$ cat config.mk
export PLATFORM = sky130hd
export DESIGN_NAME = tad_disarm_top
export DESIGN_NICKNAME = d
export VERILOG_FILES = /design/src/rtl/tad_pkg.sv /design/src/rtl/tad_pin_if.sv /design/src/rtl/tad_disarm_top.sv /design/src/rtl/tad_sync.sv
export SDC_FILE = /design/constraint.sdc
export NUM_CORES = 1
export LEC_CHECK = 0
export BUFFER_PORTS_ARGS = -buffer_cell sky130_fd_sc_hd__buf_2
export CORE_UTILIZATION = 31
export CTS_BUF_LIST = sky130_fd_sc_hd__clkbuf_8
export DETAILED_ROUTE_END_ITERATION = 10
export PLACE_DENSITY = 0.59
export SLEW_MARGIN = 0
export SYNTH_ARGS = -nofsm -noshare
export SYNTH_HDL_FRONTEND = slang
export SYNTH_HIERARCHICAL = 1
export SYNTH_SLANG_ARGS = --single-unit
$ cat constraint.sdc
create_clock -name i_clk -period 9.4 [get_ports i_clk]
set_clock_uncertainty 0.15 [all_clocks]
set_input_delay 1.41 -clock i_clk [delete_from_list [all_inputs] [get_ports i_clk]]
set_output_delay 1.41 -clock i_clk [all_outputs]
set_load 0.005 [all_outputs]
$ cat src/rtl/tad_pkg.sv
`default_nettype none
package tad_pkg;
   // Clock and time base
   localparam int CLK_PERIOD_NS = 8;
   localparam int TICK_NS       = 1000000;
   localparam int TICK_CLKS     = TICK_NS / CLK_PERIOD_NS;
   localparam int MS_PER_S      = 1000;
   localparam int TICK_MS       = TICK_NS / 1000000;

   // Durations in their own unit, then in ticks
   localparam int IGNITION_HOLD_S  = 30;
   localparam int CHARGE_HOLD_S    = 3;
   localparam int HORN_S           = 27;
   localparam int UNLOCK_PULSE_MS  = 500;
   localparam int FLASH_PHASE_MS   = 500;
   localparam int GUARD_WAIT_S     = 30;
   localparam logic [15:0] IGNITION_TICKS =
      16'(IGNITION_HOLD_S * MS_PER_S / TICK_MS);
   localparam logic [15:0] CHARGE_TICKS =
      16'(CHARGE_HOLD_S * MS_PER_S / TICK_MS);
   localparam logic [15:0] HORN_TICKS = 16'(HORN_S * MS_PER_S / TICK_MS);
   localparam logic [15:0] UNLOCK_TICKS = 16'(UNLOCK_PULSE_MS / TICK_MS);
   localparam logic [15:0] FLASH_TICKS = 16'(FLASH_PHASE_MS / TICK_MS);
   localparam logic [15:0] GUARD_WAIT_TICKS =
      16'(GUARD_WAIT_S * MS_PER_S / TICK_MS);

   // Register map (byte addresses) and fields
   localparam logic [7:0] ADDR_CTRL   = 8'h00;
   localparam logic [7:0] ADDR_CMD    = 8'h04;
   localparam logic [7:0] ADDR_STATUS = 8'h08;
   localparam int CTRL_SMART_KEY   = 0;
   localparam int CTRL_MECH_OPTION = 1;
   localparam int CTRL_CHINA       = 2;
   localparam logic [2:0] CTRL_RESET = 3'h0;
   localparam int STATUS_RELAY_LSB = 16;

   // Switch levels on i_sw
   localparam int SW_DOOR_OPEN     = 0;
   localparam int SW_HOOD_OPEN     = 1;
   localparam int SW_TRUNK_OPEN    = 2;
   localparam int SW_DOOR_UNLOCKED = 3;
   localparam int SW_KEY_IN        = 4;
   localparam int SW_IGNITION      = 5;
   localparam int SW_CHARGE        = 6;
   localparam int SW_LOCK_FAIL     = 7;
   localparam int N_SW             = 8;
   // Command levels on i_cmd, each counted on its rising edge
   localparam int CMD_REMOTE_UNLOCK  = 0;
   localparam int CMD_REMOTE_LOCK    = 1;
   localparam int CMD_REMOTE_TRUNK   = 2;
   localparam int CMD_PASSIVE_UNLOCK = 3;
   localparam int CMD_PASSIVE_LOCK   = 4;
   localparam int CMD_XPDR_AUTH      = 5;
   localparam int CMD_IMMO_AUTH      = 6;
   localparam int CMD_MECH_UNLOCK    = 7;
   localparam int CMD_MECH_LOCK      = 8;
   localparam int CMD_AUTO_LOCK      = 9;
   localparam int CMD_TRUNK_REOPEN   = 10;
   localparam int N_CMD              = 11;
   localparam int FBK_W              = 8;
   localparam logic [3:0] FBK_MATCH_LOW = 4'h2;
   localparam int N_PIN = N_SW + N_CMD + FBK_W;

   typedef enum logic [8:0] {
      ST_DISARM         = 9'h001,
      ST_GUARD_PENDING  = 9'h002,
      ST_GUARDING       = 9'h004,
      ST_TRUNK_HOLD     = 9'h008,
      ST_SOUNDING       = 9'h010,
      ST_REGUARD        = 9'h020,
      ST_PRE_GUARD      = 9'h040,
      ST_RELOCK_ONE     = 9'h080,
      ST_RELOCK_TWO     = 9'h100
   } tad_state_t;

   // Acknowledge sequence steps
   typedef enum logic [2:0] {
      ACK_IDLE = 3'h0, ACK_UNLOCK = 3'h1, ACK_ON1 = 3'h2,
      ACK_OFF1 = 3'h3, ACK_ON2 = 3'h4, ACK_OFF2 = 3'h5
   } tad_ack_t;
endpackage
`default_nettype wire

$ cat src/rtl/tad_pin_if.sv
`default_nettype none
interface tad_pin_if #(parameter int W = 1);
   logic [W-1:0] raw;
   logic [W-1:0] clean;
   modport sync_side (input raw, output clean);
   modport user_side (output raw, input clean);
endinterface
`default_nettype wire

$ cat src/rtl/tad_disarm_top.sv
`default_nettype none
// Functional notes
// - Sounding disarms after ignition on 30 s or charge signal on 3 s.
// - Non-smart: door open plus unlock, trunk, or failed lock disarms sounding.
// - Smart: door open plus unlock, trunk, authentication or failed lock disarms sounding.
// - Mechanical option: mechanical unlock or failed mechanical lock disarms sounding.
// - Leaving sounding on a disarm event switches off horn, hazard and start inhibit.
// - Unlock disarm: unlock relay 0.5 s, then two hazard flashes.
// - Each flash phase on 0.5 s and off 0.5 s.
// - Idle, key out, door open: events keep state; unlocks still flash twice.
// - Guard-pending disarms on opening, unlocking, key in, authentication, mechanical.
// - Mechanical unlock from pending, guarding or trunk-hold flashes twice.
// - Relock stage one disarms on opening, key in, failed lock, authentication.
// - Stage two: hood or trunk disarm only if remembered closed.
// - Guarding disarms on ignition (not China), authentication, mechanical unlock.
// - Re-guard disarms on drive timers (not China), trunk, failed lock, auth, mechanical.
// - Disarm from re-guard switches start inhibit off.
// - Pre-guard disarms on key, unlocked-closed, door open plus unlock, auth; flashes twice.
// - Trunk-hold disarms on ignition, authentication or mechanical unlock.
// - Guard-pending timer expiry moves to guarding.
// - Entering sounding drives horn once 27 s with hazard alongside.
module tad_disarm_top #(
   parameter int TICK_CLKS = tad_pkg::TICK_CLKS
) (
   input  wire logic                      i_clk,
   input  wire logic                      i_rst_n,
   input  wire logic                      i_psel,
   input  wire logic                      i_penable,
   input  wire logic                      i_pwrite,
   input  wire logic [7:0]                i_paddr,
   input  wire logic [31:0]               i_pwdata,
   output logic      [31:0]               o_prdata,
   output logic                           o_pready,
   output logic                           o_pslverr,
   input  wire logic [tad_pkg::N_SW-1:0]  i_sw,
   input  wire logic [tad_pkg::N_CMD-1:0] i_cmd,
   input  wire logic [tad_pkg::FBK_W-1:0] i_xpdr_feedback,
   output logic                           o_horn_relay,
   output logic                           o_hazard_relay,
   output logic                           o_unlock_relay,
   output logic                           o_start_inhibit_relay
);
   if (TICK_CLKS < 1 || TICK_CLKS >= (1 << 20)) begin : g_chk
      $error("TICK_CLKS out of range");
   end

   tad_pin_if #(.W(tad_pkg::N_PIN)) pins ();
   assign pins.raw = {i_xpdr_feedback, i_cmd, i_sw};
   tad_sync u_sync (.i_clk(i_clk), .i_rst_n(i_rst_n), .p(pins.sync_side));

   tad_pkg::tad_state_t state_r;
   tad_pkg::tad_state_t state_nxt;
   tad_pkg::tad_ack_t   ack_r;
   logic [tad_pkg::N_SW-1:0]  sw;
   logic [tad_pkg::N_CMD-1:0] cmd_d_r;
   logic [tad_pkg::N_CMD-1:0] ev;
   logic [2:0]  ctrl_r;
   logic [19:0] tick_cnt_r;
   logic        tick_r;
   logic [15:0] ign_cnt_r;
   logic [15:0] chg_cnt_r;
   logic [15:0] wait_cnt_r;
   logic [15:0] horn_cnt_r;
   logic [15:0] ack_cnt_r;
   logic        fbk_hit_r;
   logic        hood_mem_r;
   logic        trunk_mem_r;
   logic        horn_r;
   logic        inhibit_r;
   logic        cmd_wr;
   logic        do_ack;
   logic        do_unlock_ack;
   logic        smart;
   logic        mech;
   logic        china;
   logic        door_ev;
   logic        open_ev;
   logic        unlock_ev;
   logic        lock_fail_ev;
   logic        trunk_ev;
   logic        auth_ev;
   logic        mech_unlock_ev;
   logic        key_in_ev;
   logic        ign_ev;
   logic        drive_done;
   logic        wait_done;

   // Strobe helpers shared by the decode below
   function automatic logic rise(input logic now, input logic was);
      rise = now & ~was;
   endfunction

   function automatic logic flash_on(input tad_pkg::tad_ack_t a);
      flash_on = (a == tad_pkg::ACK_ON1) || (a == tad_pkg::ACK_ON2);
   endfunction

   assign sw = pins.clean[tad_pkg::N_SW-1:0];
   assign ev = pins.clean[tad_pkg::N_SW +: tad_pkg::N_CMD] & ~cmd_d_r;
   // Variant bits are assumed static while running
   assign smart = ctrl_r[tad_pkg::CTRL_SMART_KEY];
   assign mech  = ctrl_r[tad_pkg::CTRL_MECH_OPTION];
   assign china = ctrl_r[tad_pkg::CTRL_CHINA];

   // Edge memory for commands and switch events
   logic [tad_pkg::N_SW-1:0] sw_d_r;
   always_ff @(posedge i_clk) begin
      if (!i_rst_n) begin
         cmd_d_r   <= '0;
         sw_d_r    <= '0;
         fbk_hit_r <= 1'b0;
      end else begin
         cmd_d_r   <= pins.clean[tad_pkg::N_SW +: tad_pkg::N_CMD];
         sw_d_r    <= sw;
         fbk_hit_r <= pins.clean[tad_pkg::N_PIN-tad_pkg::FBK_W +: 4]
                      == tad_pkg::FBK_MATCH_LOW;
      end
   end

   // Event decode; feedback high digit is ignored
   logic fbk_now;
   assign fbk_now = pins.clean[tad_pkg::N_PIN-tad_pkg::FBK_W +: 4]
                    == tad_pkg::FBK_MATCH_LOW;
   assign door_ev  = rise(sw[tad_pkg::SW_DOOR_OPEN], sw_d_r[0]);
   assign open_ev  = |(sw[2:0] & ~sw_d_r[2:0]);
   assign key_in_ev = rise(sw[tad_pkg::SW_KEY_IN], sw_d_r[4]);
   assign ign_ev   = rise(sw[tad_pkg::SW_IGNITION], sw_d_r[5]);
   assign unlock_ev = ev[tad_pkg::CMD_REMOTE_UNLOCK]
                    | (smart & ev[tad_pkg::CMD_PASSIVE_UNLOCK]);
   assign lock_fail_ev = sw[tad_pkg::SW_LOCK_FAIL]
      & (ev[tad_pkg::CMD_REMOTE_LOCK] | (smart & ev[tad_pkg::CMD_PASSIVE_LOCK])
         | (mech & ev[tad_pkg::CMD_MECH_LOCK]));
   assign trunk_ev = ev[tad_pkg::CMD_REMOTE_TRUNK];
   assign auth_ev = smart & (ev[tad_pkg::CMD_XPDR_AUTH]
      | ev[tad_pkg::CMD_IMMO_AUTH] | rise(fbk_now, fbk_hit_r));
   assign mech_unlock_ev = mech & ev[tad_pkg::CMD_MECH_UNLOCK];
   assign drive_done = (ign_cnt_r == tad_pkg::IGNITION_TICKS)
                     | (chg_cnt_r == tad_pkg::CHARGE_TICKS);
   assign wait_done  = wait_cnt_r == tad_pkg::GUARD_WAIT_TICKS;

   // Fixed time base for every duration
   always_ff @(posedge i_clk) begin
      if (!i_rst_n) begin
         tick_cnt_r <= 20'h00000;
         tick_r     <= 1'b0;
      end else begin
         tick_r     <= tick_cnt_r == 20'(TICK_CLKS - 1);
         tick_cnt_r <= (tick_cnt_r == 20'(TICK_CLKS - 1)) ? 20'h00000
                                                         : tick_cnt_r + 20'h1;
      end
   end

   // Level timers restart when the level drops
   always_ff @(posedge i_clk) begin
      if (!i_rst_n) begin
         ign_cnt_r <= 16'h0000;
         chg_cnt_r <= 16'h0000;
      end else begin
         if (!sw[tad_pkg::SW_IGNITION]) ign_cnt_r <= 16'h0000;
         else if (tick_r && ign_cnt_r != tad_pkg::IGNITION_TICKS)
            ign_cnt_r <= ign_cnt_r + 16'h1;
         if (!sw[tad_pkg::SW_CHARGE]) chg_cnt_r <= 16'h0000;
         else if (tick_r && chg_cnt_r != tad_pkg::CHARGE_TICKS)
            chg_cnt_r <= chg_cnt_r + 16'h1;
      end
   end

   // Disarm decisions; hardware events choose the next state
   always_comb begin
      state_nxt     = state_r;
      do_ack        = 1'b0;
      do_unlock_ack = 1'b0;
      unique case (state_r)
         tad_pkg::ST_SOUNDING: begin
            if (drive_done || (sw[0] && unlock_ev) || trunk_ev
                || lock_fail_ev || auth_ev || mech_unlock_ev) begin
               state_nxt     = tad_pkg::ST_DISARM;
               do_unlock_ack = sw[0] && unlock_ev;
            end
         end
         tad_pkg::ST_DISARM: begin
            do_ack = !sw[tad_pkg::SW_KEY_IN] && sw[0] && unlock_ev;
         end
         tad_pkg::ST_GUARD_PENDING: begin
            if (open_ev || rise(sw[3], sw_d_r[3]) || key_in_ev || auth_ev
                || mech_unlock_ev) begin
               state_nxt = tad_pkg::ST_DISARM;
               do_ack    = mech_unlock_ev;
            end else if (wait_done) begin
               state_nxt = tad_pkg::ST_GUARDING;
            end
         end
         tad_pkg::ST_RELOCK_ONE: begin
            if (open_ev || key_in_ev || lock_fail_ev || auth_ev
                || (ev[tad_pkg::CMD_AUTO_LOCK] && sw[tad_pkg::SW_LOCK_FAIL]))
               state_nxt = tad_pkg::ST_DISARM;
         end
         tad_pkg::ST_RELOCK_TWO: begin
            if (door_ev || key_in_ev || lock_fail_ev || auth_ev
                || (ev[tad_pkg::CMD_AUTO_LOCK] && sw[tad_pkg::SW_LOCK_FAIL])
                || (rise(sw[1], sw_d_r[1]) && hood_mem_r)
                || (rise(sw[2], sw_d_r[2]) && trunk_mem_r))
               state_nxt = tad_pkg::ST_DISARM;
         end
         tad_pkg::ST_GUARDING, tad_pkg::ST_TRUNK_HOLD: begin
            if ((ign_ev && (!china || state_r == tad_pkg::ST_TRUNK_HOLD))
                || auth_ev || mech_unlock_ev) begin
               state_nxt = tad_pkg::ST_DISARM;
               do_ack    = mech_unlock_ev;
            end
         end
         tad_pkg::ST_REGUARD: begin
            if ((!china && drive_done) || trunk_ev || lock_fail_ev || auth_ev
                || ev[tad_pkg::CMD_TRUNK_REOPEN] || mech_unlock_ev) begin
               state_nxt = tad_pkg::ST_DISARM;
               do_ack    = mech_unlock_ev;
            end
         end
         tad_pkg::ST_PRE_GUARD: begin
            if (key_in_ev || (~|sw[2:0] && sw[3]) || (sw[0] && unlock_ev)
                || auth_ev || mech_unlock_ev) begin
               state_nxt = tad_pkg::ST_DISARM;
               do_ack    = 1'b1;
            end
         end
         default: state_nxt = tad_pkg::ST_DISARM;
      endcase
   end

   // State register; a software state write takes precedence
   always_ff @(posedge i_clk) begin
      if (!i_rst_n) state_r <= tad_pkg::ST_DISARM;
      else if (cmd_wr && $onehot(i_pwdata[8:0]))
         state_r <= tad_pkg::tad_state_t'(i_pwdata[8:0]);
      else state_r <= state_nxt;
   end

   // Guard wait timer and stage-two hood/trunk memory
   always_ff @(posedge i_clk) begin
      if (!i_rst_n) begin
         wait_cnt_r  <= 16'h0000;
         hood_mem_r  <= 1'b0;
         trunk_mem_r <= 1'b0;
      end else begin
         if (state_r != tad_pkg::ST_GUARD_PENDING) wait_cnt_r <= 16'h0000;
         else if (tick_r && !wait_done) wait_cnt_r <= wait_cnt_r + 16'h1;
         if (state_r != tad_pkg::ST_RELOCK_TWO) begin
            hood_mem_r  <= !sw[tad_pkg::SW_HOOD_OPEN];
            trunk_mem_r <= !sw[tad_pkg::SW_TRUNK_OPEN];
         end
      end
   end

   // Horn once per sounding entry; inhibit until disarm
   always_ff @(posedge i_clk) begin
      if (!i_rst_n) begin
         horn_r     <= 1'b0;
         horn_cnt_r <= 16'h0000;
         inhibit_r  <= 1'b0;
      end else if (state_r != tad_pkg::ST_SOUNDING) begin
         horn_r     <= 1'b0;
         horn_cnt_r <= 16'h0000;
         if (state_r == tad_pkg::ST_REGUARD && state_nxt != state_r)
            inhibit_r <= 1'b0;
      end else if (state_nxt != tad_pkg::ST_SOUNDING) begin
         horn_r    <= 1'b0;
         inhibit_r <= 1'b0;
      end else begin
         horn_r <= horn_cnt_r != tad_pkg::HORN_TICKS;
         if (horn_cnt_r == 16'h0000) inhibit_r <= 1'b1;
         if (tick_r && horn_cnt_r != tad_pkg::HORN_TICKS)
            horn_cnt_r <= horn_cnt_r + 16'h1;
      end
   end

   // Unlock pulse then two flashes; a new request restarts it
   always_ff @(posedge i_clk) begin
      if (!i_rst_n) begin
         ack_r     <= tad_pkg::ACK_IDLE;
         ack_cnt_r <= 16'h0000;
      end else if (do_unlock_ack) begin
         ack_r     <= tad_pkg::ACK_UNLOCK;
         ack_cnt_r <= 16'h0000;
      end else if (do_ack) begin
         ack_r     <= tad_pkg::ACK_ON1;
         ack_cnt_r <= 16'h0000;
      end else if (ack_r != tad_pkg::ACK_IDLE && tick_r) begin
         if (ack_cnt_r == tad_pkg::FLASH_TICKS - 16'h1) begin
            ack_cnt_r <= 16'h0000;
            ack_r <= (ack_r == tad_pkg::ACK_OFF2) ? tad_pkg::ACK_IDLE
                     : tad_pkg::tad_ack_t'(ack_r + 3'h1);
         end else begin
            ack_cnt_r <= ack_cnt_r + 16'h1;
         end
      end
   end

   // Relay drivers straight from flops
   always_ff @(posedge i_clk) begin
      if (!i_rst_n) begin
         o_horn_relay          <= 1'b0;
         o_hazard_relay        <= 1'b0;
         o_unlock_relay        <= 1'b0;
         o_start_inhibit_relay <= 1'b0;
      end else begin
         o_horn_relay          <= horn_r;
         o_hazard_relay        <= horn_r | flash_on(ack_r);
         o_unlock_relay        <= ack_r == tad_pkg::ACK_UNLOCK;
         o_start_inhibit_relay <= inhibit_r;
      end
   end

   // APB slave: no wait states, error on unmapped address
   logic mapped;
   assign mapped = i_paddr == tad_pkg::ADDR_CTRL
                || i_paddr == tad_pkg::ADDR_CMD
                || i_paddr == tad_pkg::ADDR_STATUS;
   assign cmd_wr = i_psel && i_penable && o_pready && i_pwrite
                && i_paddr == tad_pkg::ADDR_CMD;
   always_ff @(posedge i_clk) begin
      if (!i_rst_n) begin
         o_pready  <= 1'b0;
         o_pslverr <= 1'b0;
         o_prdata  <= 32'h00000000;
         ctrl_r    <= tad_pkg::CTRL_RESET;
      end else begin
         o_pready  <= i_psel && !i_penable;
         o_pslverr <= i_psel && !i_penable && !mapped;
         o_prdata  <= 32'h00000000;
         if (i_psel && !i_penable && !i_pwrite) begin
            if (i_paddr == tad_pkg::ADDR_CTRL) o_prdata <= {29'h0, ctrl_r};
            if (i_paddr == tad_pkg::ADDR_STATUS)
               o_prdata <= {12'h000, o_start_inhibit_relay, o_unlock_relay,
                            o_hazard_relay, o_horn_relay, 7'h00, state_r};
         end
         if (i_psel && i_penable && o_pready && i_pwrite
             && i_paddr == tad_pkg::ADDR_CTRL)
            ctrl_r <= i_pwdata[2:0];
      end
   end
endmodule
`default_nettype wire

$ cat src/rtl/tad_sync.sv
`default_nettype none
module tad_sync (
   input  wire logic      i_clk,
   input  wire logic      i_rst_n,
   tad_pin_if.sync_side   p
);
   logic [$bits(p.raw)-1:0] s1_r;
   logic [$bits(p.raw)-1:0] s2_r;
   logic [$bits(p.raw)-1:0] s3_r;
   logic [$bits(p.raw)-1:0] clean_r;

   // Three-stage chain; first stage feeds only the second
   always_ff @(posedge i_clk) begin
      if (!i_rst_n) begin
         s1_r <= '0;
         s2_r <= '0;
         s3_r <= '0;
      end else begin
         s1_r <= p.raw;
         s2_r <= s1_r;
         s3_r <= s2_r;
      end
   end

   // Accept a bit once stages two and three agree
   always_ff @(posedge i_clk) begin
      if (!i_rst_n) begin
         clean_r <= '0;
      end else begin
         clean_r <= (clean_r & (s2_r ^ s3_r)) | (s3_r & ~(s2_r ^ s3_r));
      end
   end

   assign p.clean = clean_r;
endmodule
`default_nettype wire
==> impl_metrics.env, run 1 <==
export IMPL_final_core_util_pct=36.8
export IMPL_die_height_um=183
export IMPL_diodes=0
export IMPL_worstPathRequired_ps=9650
export IMPL_worst_path_most_repeated_cell="fa_1"
export IMPL_ir_worst_vdd_mv=0.107
export IMPL_ctsHoldBuffers=0
export IMPL_r2r_slack_ps=5850
export IMPL_cts_resized=0
export IMPL_setup_slack_ps=4840
export IMPL_wl_per_cell_um=11.8
export IMPL_path_max_fanout=17
export IMPL_cts_buffer_depth=3
export IMPL_critPathTopFamily="adder cells"
export IMPL_dieWidth_um=183
export IMPL_grt_usage_pct=11.7
export IMPL_r2r_end="horn_cnt_r[11]"
export IMPL_antenna_found_initial=0
export IMPL_ff_latch_area_um2=4980
export IMPL_fin_nets=1278
export IMPL_max_stage_delay_ps=520
export IMPL_multi_input_area_um2=4750
export IMPL_cts_max_level=2
export IMPL_grt_max_degree=74
export IMPL_gp_congestion=0.843
export IMPL_clk_pin_slew_ps=60
export IMPL_fillerInstances=3258
export IMPL_worstPathCellList="buf_2 > fa_1 > inv_1 > fa_1 > fa_1 > fa_1 > inv_1 > fa_1 > nor2_1 > nand2_1 > nor4b_2 > buf_4 > nor3_1 > a21oi_1 > nor2_1"
export IMPL_drive_gt1_share_pct=11.8
export IMPL_p_per_area_nw_per_um2=185
export IMPL_netlist_area_um2=10100
export IMPL_core_area_um2=31800
export IMPL_p_leak_nw=4.41
export IMPL_critPathKind="in -> reg"
export IMPL_pin_count=110
export IMPL_fp_dieArea_um2=33300
export IMPL_clock_fmax_mhz=219
export IMPL_crit_arrival_ps=4820
export IMPL_row_count=65
export IMPL_cp_slowest_cell="fa_1"
export IMPL_drt_iter0_drc=411
export IMPL_synth_cells=1114
export IMPL_vias_per_cell=4.49
export IMPL_rr_worst_depth=10
export IMPL_cts_post_setup_buffers_inserted=0
export IMPL_grt_pass1_wl_mm=32.5
export IMPL_post_route_period_util_pct=48.5
export IMPL_area_growth_pct=15.7
export IMPL_cts_tree="built"
export IMPL_cts_sinks=249
export IMPL_antenna_left=0
export IMPL_drc=0
export IMPL_fin_setup_tns_ps=0
export IMPL_cp_num_buf_inv=4
export IMPL_crit_path_start="i_pwdata[0]"
export IMPL_slew_violations=0
export IMPL_cts_root_buf="clkbuf_8"
export IMPL_portBuffers=63
export IMPL_first_global_vias=6803
export IMPL_grt_overflow_total=0
export IMPL_worst_pin_slew_ps=860
export IMPL_syn_area_per_cell_um2=9.07
export IMPL_hold_class="reg -> reg"
export IMPL_power_mw=2.16
export IMPL_drt_pass1_iter_count=4
export IMPL_maxCapViolations=0
export IMPL_max_slew_margin_rel_pct=41.2
export IMPL_run_status="completed"
export IMPL_finalHoldViolations=0
export IMPL_routed_wl_mm=19.5
export IMPL_whs_ps=271
export IMPL_clk_insertion_delay_late_ps=540
export IMPL_setup_viol=0
export IMPL_path_depth=15
export IMPL_r2r_start="chg_cnt_r[0]"
export IMPL_pre_cts_slack_ps=4290
export IMPL_cp_start_kind="primary input"
export IMPL_endpoint_kind="register"
export IMPL_setup_worst_path_end="state_r[5]"
export IMPL_vias=7430
export IMPL_yosysWarningCount=6
export IMPL_rsz0062_at_grt="no"
export IMPL_initial_core_util_pct=31.8
export IMPL_numCtsBuffers=42
export IMPL_dpl_hpwl_mm=13.6
export IMPL_fin_crit_ps=4560
[worst min path at each step]
| stage | from | endpoint | slack (ps) | depth (start not counted) |
|---|---|---|---|---|
| floorplan | u_sync/s1_r[0] | u_sync/s2_r[0] | 260 | 1 |
| global placement | u_sync/s1_r[22] | u_sync/s2_r[22] | 260 | 1 |
| detailed placement | u_sync/s1_r[11] | u_sync/s2_r[11] | 270 | 1 |
| CTS | u_sync/s1_r[16] | u_sync/s2_r[16] | 270 | 1 |
| global route | u_sync/s1_r[16] | u_sync/s2_r[16] | 280 | 1 |
| finish | u_sync/s1_r[17] | u_sync/s2_r[17] | 270 | 1 |
[cells in the final DEF, fill, tap and decap left out, types with 24 or more instances in the layout]
cell and count:
inv_1 46, and2_1 99, xnor2_1 27, nand4_1 25, a21boi_0 24, clkbuf_8 56, dfxtp_1 249, a21oi_1 42
buf_2 63, o21ai_0 41, xor2_1 50, nor2_1 146, nand2_1 90, nand3_1 44
[stage by stage]
| stage | cells | cell area, um^2 |
|---|---|---|
| 2_1_floorplan | 1132 | 10200 |
| 3_3_place_gp | 1580 | 10800 |
| 3_5_place_dp | 1580 | 10800 |
| 4_1_cts | 1656 | 11700 |
| 5_1_grt | 1656 | 11700 |
| 6_report | 1656 | 11700 |
[report_power, final]
group | internal, mW | switching [mW] | total, mW
sequential | 1.07 | 0.00611 | 1.08
clock | 0.594 | 0.432 | 1.03
combinational | 0.0257 | 0.0319 | 0.0576
[sequential cells by signal, summed over array words and instances, names as in the netlist, 6 cells and up, named ones only]
register,count
ack_cnt_r,16
cmd_d_r,11
state_r,9
chg_cnt_r,16
sw_d_r,6
horn_cnt_r,16
tick_cnt_r,20
wait_cnt_r,16
u_sync/s1_r,23
o_prdata,13
u_sync/s2_r,23
ign_cnt_r,16
u_sync/s3_r,23
[cell type report]
class | instances | area share (%)
Inverter | 38 | 1.22
Clock inverter | 20 | 1.37
Tap cell | 435 | 4.66
Sequential cell | 249 | 42.6
Clock buffer | 56 | 6.59
Multi-Input combinational cell | 792 | 40.6
Timing Repair Buffer | 66 | 2.89
[layer usage]
layer / routed length, um / up-vias / track usage, % / share of wire [%]
met5: 0 / - / 0 / 0
li1: - / 3885 / - / -
met3: 874 / 27 / 2.69 / 4.5
met4: 294 / 0 / 3.50 / 1.5
met1: 9710 / 3388 / 16.0 / 50
met2: 8630 / 130 / 18.3 / 44
Power figures use the tool's default switching activity.
==> run 2: changes to the inputs <==
--- a/config.mk
+++ b/config.mk
@@ -5,6 +5,7 @@
 export SDC_FILE = /design/constraint.sdc
 export NUM_CORES = 1
 export LEC_CHECK = 0
+export ABC_AREA = 1
 export BUFFER_PORTS_ARGS = -buffer_cell sky130_fd_sc_hd__buf_2
 export CORE_UTILIZATION = 31
 export CTS_BUF_LIST = sky130_fd_sc_hd__clkbuf_8
==> constraint.sdc (replaced) <==
create_clock -name i_clk -period 4.7 [get_ports i_clk]
set_clock_uncertainty 0.15 [all_clocks]
set_input_delay 0.705 -clock i_clk [delete_from_list [all_inputs] [get_ports i_clk]]
set_output_delay 0.705 -clock i_clk [all_outputs]
set_load 0.005 [all_outputs]
==> run 2 against run 1 <==
  * Global-route usage rose by 1.1 points
  * Via count up 20%
  * Largest cell class unchanged
  * Setup slack worse by 4000 ps
  * Wire length is 15% higher
  * Synthesized cell count grew 29%
  * Utilization shrank 0.36 points
  * Synthesized area increased by 5.6%
  * Critical endpoint is now state_r[6]
  * Largest power group unchanged
  * Critical path type unchanged
==> impl_metrics.env, run 2 <==
export IMPL_run_status="completed"
export IMPL_vias=8926
export IMPL_slew_violations=0
export IMPL_power_mw=4.23
export IMPL_cts_post_setup_buffers_inserted=0
export IMPL_crit_arrival_ps=4130
export IMPL_post_route_period_util_pct=81.6
export IMPL_cts_resized=0
export IMPL_synth_cells=1440
export IMPL_drt_iter0_drc=557
export IMPL_worstPathRequired_ps=4990
export IMPL_fin_setup_tns_ps=0
export IMPL_max_slew_margin_rel_pct=45.6
export IMPL_clk_insertion_delay_late_ps=570
export IMPL_vias_per_cell=4.43
export IMPL_drt_pass1_iter_count=5
export IMPL_portBuffers=63
export IMPL_grt_max_degree=94
export IMPL_row_count=67
export IMPL_cts_buffer_depth=3
export IMPL_path_max_fanout=18
export IMPL_p_leak_nw=5.36
export IMPL_ff_latch_area_um2=4980
export IMPL_finalHoldViolations=0
export IMPL_ctsHoldBuffers=0
export IMPL_setup_viol=0
export IMPL_grt_pass1_wl_mm=37.8
export IMPL_gp_congestion=0.874
export IMPL_worst_pin_slew_ps=808
export IMPL_initial_core_util_pct=31.7
export IMPL_wl_per_cell_um=11.2
export IMPL_dp_cells=1935
export IMPL_maxCapViolations=0
export IMPL_antenna_found_initial=0
export IMPL_grt_overflow_total=0
export IMPL_p_per_area_nw_per_um2=344
export IMPL_numCtsBuffers=43
export IMPL_critPathKind="in -> reg"
export IMPL_ir_worst_vdd_mv=0.193
export IMPL_endpoint_kind="register"
export IMPL_die_height_um=188
export IMPL_yosysWarningCount=6
export IMPL_final_common_cell="inv_1"
export IMPL_cts_sinks=249
export IMPL_place_area_um2=11400
export IMPL_fp_dieArea_um2=35200
export IMPL_syn_area_per_cell_um2=7.41
export IMPL_clock_fmax_mhz=261
export IMPL_cts_max_level=2
export IMPL_area_growth_pct=14.9
export IMPL_hold_class="in -> reg"
export IMPL_grt_usage_pct=12.8
export IMPL_final_area_um2=12300
export IMPL_final_cell_mix="294 x inv_1, 265 x nand2_1, 249 x dfxtp_1"
export IMPL_biggestRegsByFlops="u_sync/s1_r x23, u_sync/s2_r x23, u_sync/s3_r x23"
export IMPL_final_cell_count_no_fill=2013
export IMPL_rsz0062_at_grt="no"
export IMPL_pin_count=110
export IMPL_core_area_um2=33700
export IMPL_drc=0
export IMPL_cp_start_kind="primary input"
export IMPL_antenna_left=0
export IMPL_dpl_hpwl_mm=16.4
export IMPL_drive_gt1_share_pct=11.2
export IMPL_netlist_area_um2=10700
export IMPL_cts_root_buf="clkbuf_8"
export IMPL_multi_input_area_um2=4420
export IMPL_diodes=0
export IMPL_cts_tree="built"
export IMPL_dieWidth_um=188
export IMPL_fin_crit_ps=3830
export IMPL_first_global_vias=8203
export IMPL_clk_pin_slew_ps=60
export IMPL_fillerInstances=3602
export IMPL_routed_wl_mm=22.5
export IMPL_fin_nets=1621
-- run 2: metrics by stage --
step | hold slack (ps) | utilization [%] | setup WS (ps)
finish | 161 | 36.4 | 865
global route | 134 | 36.4 | 695
CTS | 122 | 36.4 | 904
detailed placement | 245 | 33.8 | 279
global placement | 242 | 33.8 | 350
floorplan | 240 | - | 412
-- run 2: critical path: stages --
cell       delay, ps
buf_2            110
fa_1             520
inv_1             50
fa_1             490
fa_1             430
fa_1             360
inv_1             90
fa_1             410
a2111oi_0        430
nand3_1          130
buf_4            200
o21ai_0          150
a21oi_1           60
-- run 2: where the power goes --
group          switching [mW]  internal, mW  total (mW)
registers              0.0128          2.14        2.15
clock network           0.900          1.06        1.96
logic                  0.0727        0.0452       0.118
total                   0.986          3.24        4.23
-- run 2: worst paths after layout --
check	start	end	slack, ps	depth (start not counted)
min reg2reg	u_sync/s1_r[9]	u_sync/s2_r[9]	250	2
min	i_cmd[6]	u_sync/s1_r[14]	160	3
max	i_pwdata[0]	state_r[6]	870	13
max reg2reg	wait_cnt_r[0]	wait_cnt_r[15]	2110	12
-- run 2: routing by layer --
layer	vias to the layer above	GRT usage (%)	wire length, um
met2	195	21.5	10200
li1	4704	-	-
met3	49	2.51	1000
met1	3978	16.2	10700
met5	-	0	0
met4	0	4.78	561
-- run 2: cell type report --
| class | count | area share, % |
|---|---|---|
| tap | 448 | 4.57 |
| multi-input combinational | 883 | 36.0 |
| inverter | 286 | 8.75 |
| sequential | 249 | 40.6 |
| timing repair buffer | 69 | 2.96 |
| clock buffer | 51 | 5.72 |
| clock inverter | 27 | 1.33 |
==> run 3: changes to the inputs <==
--- a/config.mk
+++ b/config.mk
@@ -5,7 +5,7 @@
 export SDC_FILE = /design/constraint.sdc
 export NUM_CORES = 1
 export LEC_CHECK = 0
-export ABC_AREA = 1
+export ABC_AREA = 0
 export BUFFER_PORTS_ARGS = -buffer_cell sky130_fd_sc_hd__buf_2
 export CORE_UTILIZATION = 31
 export CTS_BUF_LIST = sky130_fd_sc_hd__clkbuf_8
==> constraint.sdc (replaced) <==
create_clock -name i_clk -period 3.75 [get_ports i_clk]
set_clock_uncertainty 0.15 [all_clocks]
set_input_delay 0.5625 -clock i_clk [delete_from_list [all_inputs] [get_ports i_clk]]
set_output_delay 0.5625 -clock i_clk [all_outputs]
set_load 0.005 [all_outputs]
==> run 3 against run 2 <==
  * Sequential power rose by 26%
  * Non-clock buffer count rose by 10
  * Register-to-register slack got worse by 1600 ps
  * Utilization rose by 0.53 points
  * Clock-buffer cell count fell by 1
  * First-iteration DRC count fell by 17%
  * Sequential share of layout area rose by 1.8 points
  * Final area fell by 4.3%
  * Final cell count fell by 18%
  * Die area fell by 5.3%
  * Critical path type unchanged
==> impl_metrics.env, run 3 (synthesized netlist as in run 1, its figures left out) <==
export IMPL_dpl_hpwl_mm=13.7
export IMPL_p_per_area_nw_per_um2=439
export IMPL_fin_setup_tns_ps=0
export IMPL_numCtsBuffers=42
export IMPL_place_area_um2=10900
export IMPL_initial_core_util_pct=31.8
export IMPL_vias=7540
export IMPL_gr_max_usage_layer="met2"
export IMPL_worst_pin_slew_ps=702
export IMPL_worstPathRequired_ps=4010
export IMPL_ctsHoldBuffers=0
export IMPL_final_common_cell="dfxtp_1"
export IMPL_cts_buffer_depth=3
export IMPL_die_height_um=183
export IMPL_fin_crit_ps=3710
export IMPL_internal_power_mw=4.03
export IMPL_grt_pass1_wl_mm=33.3
export IMPL_finalHoldViolations=0
export IMPL_power_mw=5.16
export IMPL_pin_count=110
export IMPL_routed_wl_mm=19.9
export IMPL_clock_fmax_mhz=270
export IMPL_cts_root_buf="clkbuf_8"
export IMPL_worst_path_most_repeated_cell="fa_1"
export IMPL_drive_gt1_share_pct=12.3
export IMPL_slew_violations=0
export IMPL_grt_usage_pct=11.9
export IMPL_setup_viol=0
export IMPL_cts_max_level=2
export IMPL_final_cell_mix="249 x dfxtp_1, 146 x nor2_1, 99 x and2_1"
export IMPL_first_global_vias=7121
export IMPL_fillerInstances=3243
export IMPL_grtUsageMet1_pct=15.9
export IMPL_core_area_um2=31800
export IMPL_diodes=0
export IMPL_grt_max_degree=53
export IMPL_crit_arrival_ps=3970
export IMPL_run_status="completed"
export IMPL_dieWidth_um=183
export IMPL_drt_iter0_drc=465
export IMPL_critPathTopFamily="adder cells"
export IMPL_fp_dieArea_um2=33300
export IMPL_drt_pass1_iter_count=5
export IMPL_antenna_found_initial=0
export IMPL_p_clk_share_pct=44.7
export IMPL_endpoint_kind="register"
export IMPL_drc=0
export IMPL_path_max_fanout=5
export IMPL_p_leak_nw=4.44
export IMPL_critPathKind="in -> reg"
export IMPL_gp_congestion=0.842
export IMPL_vias_per_cell=4.54
export IMPL_final_area_um2=11700
export IMPL_hold_class="in -> reg"
export IMPL_rsz0062_at_grt="yes"
export IMPL_area_growth_pct=16.2
export IMPL_cp_num_buf_inv=5
export IMPL_grt_use_met2_pct=18.7
export IMPL_p_comb_share_pct=3.0
export IMPL_cp_start_kind="primary input"
export IMPL_grt_overflow_total=0
export IMPL_portBuffers=63
export IMPL_cts_sinks=249
export IMPL_fin_nets=1291
export IMPL_met3_usage_pct=2.59
export IMPL_clk_insertion_delay_late_ps=540
export IMPL_cp_slowest_cell="fa_1"
export IMPL_switching_share_pct=21.9
export IMPL_ff_latch_area_um2=4980
export IMPL_max_slew_margin_rel_pct=53.2
export IMPL_row_count=65
export IMPL_biggestRegsByFlops="u_sync/s1_r x23, u_sync/s2_r x23, u_sync/s3_r x23"
export IMPL_multi_input_area_um2=4790
export IMPL_max_stage_delay_ps=520
export IMPL_maxCapViolations=0
export IMPL_p_sw_mw=1.13
export IMPL_clk_pin_slew_ps=60
export IMPL_ir_worst_vdd_mv=0.256
export IMPL_pwr_share_seq_pct=52.3
export IMPL_antenna_left=0
export IMPL_cts_tree="built"
export IMPL_wl_per_cell_um=12.0
export IMPL_post_route_period_util_pct=98.9
export IMPL_worstPathCellList="buf_6 > fa_1 > inv_1 > fa_1 > fa_1 > fa_2 > inv_2 > fa_1 > nor2_1 > nand2_1 > nor4b_4 > buf_6 > buf_12 > nor3_2 > a21oi_1 > nor2_1"
-- run 3: cell types whose count changed in the layout (fill, tap and decap cells not counted), moves of 13 or more --
| cell | change |
|---|---|
| inv_1 | -247 |
| or3_1 | +17 |
| nor3_1 | -29 |
| a21oi_1 | -69 |
| nand3_1 | -13 |
| a21boi_0 | +24 |
| and2_1 | +99 |
| nand2b_1 | +13 |
| and3_1 | +18 |
| o21ai_0 | -41 |
| nand2_1 | -175 |
| xor2_1 | +38 |
| xnor2_1 | +26 |
-- run 3: power by group through the flow --
stage / registers, mW / clock network (mW) / logic (mW)
finish: 2.70 / 2.30 / 0.157
global route: 2.70 / 2.53 / 0.182
CTS: 2.70 / 2.40 / 0.155
detailed placement: 2.76 / 0 / 0.155
global placement: 2.75 / 0 / 0.151
floorplan: 2.75 / 0 / 0.118
-- run 3: routing by layer --
metal	up-vias	wire [um]
met2	123	8820
li1	3910	-
met5	-	0
met3	36	802
met1	3471	9840
met4	0	445
-- run 3: repair_timing --
action,in CTS,in global routing
endpoints found under the setup margin,0,6
resized for setup,0,6
buffers inserted,0,2
-- run 3: cell type report --
class                      instances  share of cell area (%)
sequential                       249                    42.4
multi-input combinational        792                    40.7
clock buffer                      50                    5.86
tap                              435                    4.63
timing repair buffer              79                    4.20
inverter                          38                    1.21
clock inverter                    17                   0.906
-- run 3: through the flow --
| stage | hold WS, ps | setup WS (ps) | utilization [%] | std cells |
|---|---|---|---|---|
| final | 74.8 | 42.7 | 36.9 | 1660 |
| after global routing | 41.3 | -72.3 | 36.9 | 1660 |
| after CTS | 32.4 | 110 | 36.6 | 1656 |
| after detailed placement | 269 | -462 | 34.1 | 1589 |
| after global placement | 265 | -421 | 34.1 | 1589 |
| after floorplan | 262 | -336 | - | 1132 |
-- run 3: path summary, 6_finish.rpt --
| check | startpoint | slack, ps | end | cells after the start |
|---|---|---|---|---|
| hold / removal | i_cmd[3] | 70 | u_sync/s1_r[11] | 2 |
| hold reg to reg | u_sync/s1_r[9] | 280 | u_sync/s2_r[9] | 1 |
| setup / recovery | i_pwdata[0] | 40 | state_r[5] | 16 |
| setup reg to reg | chg_cnt_r[0] | 470 | horn_cnt_r[2] | 10 |
-- run 3: worst register-to-register path, cell delays in order (launching register included) --
cell	delay, ps
dfxtp_1	340
inv_1	100
ha_1	160
or4b_1	440
or4_4	550
nor2b_4	150
o211ai_2	240
o221ai_2	200
or3_1	500
a31o_1	260
a21oi_1	110
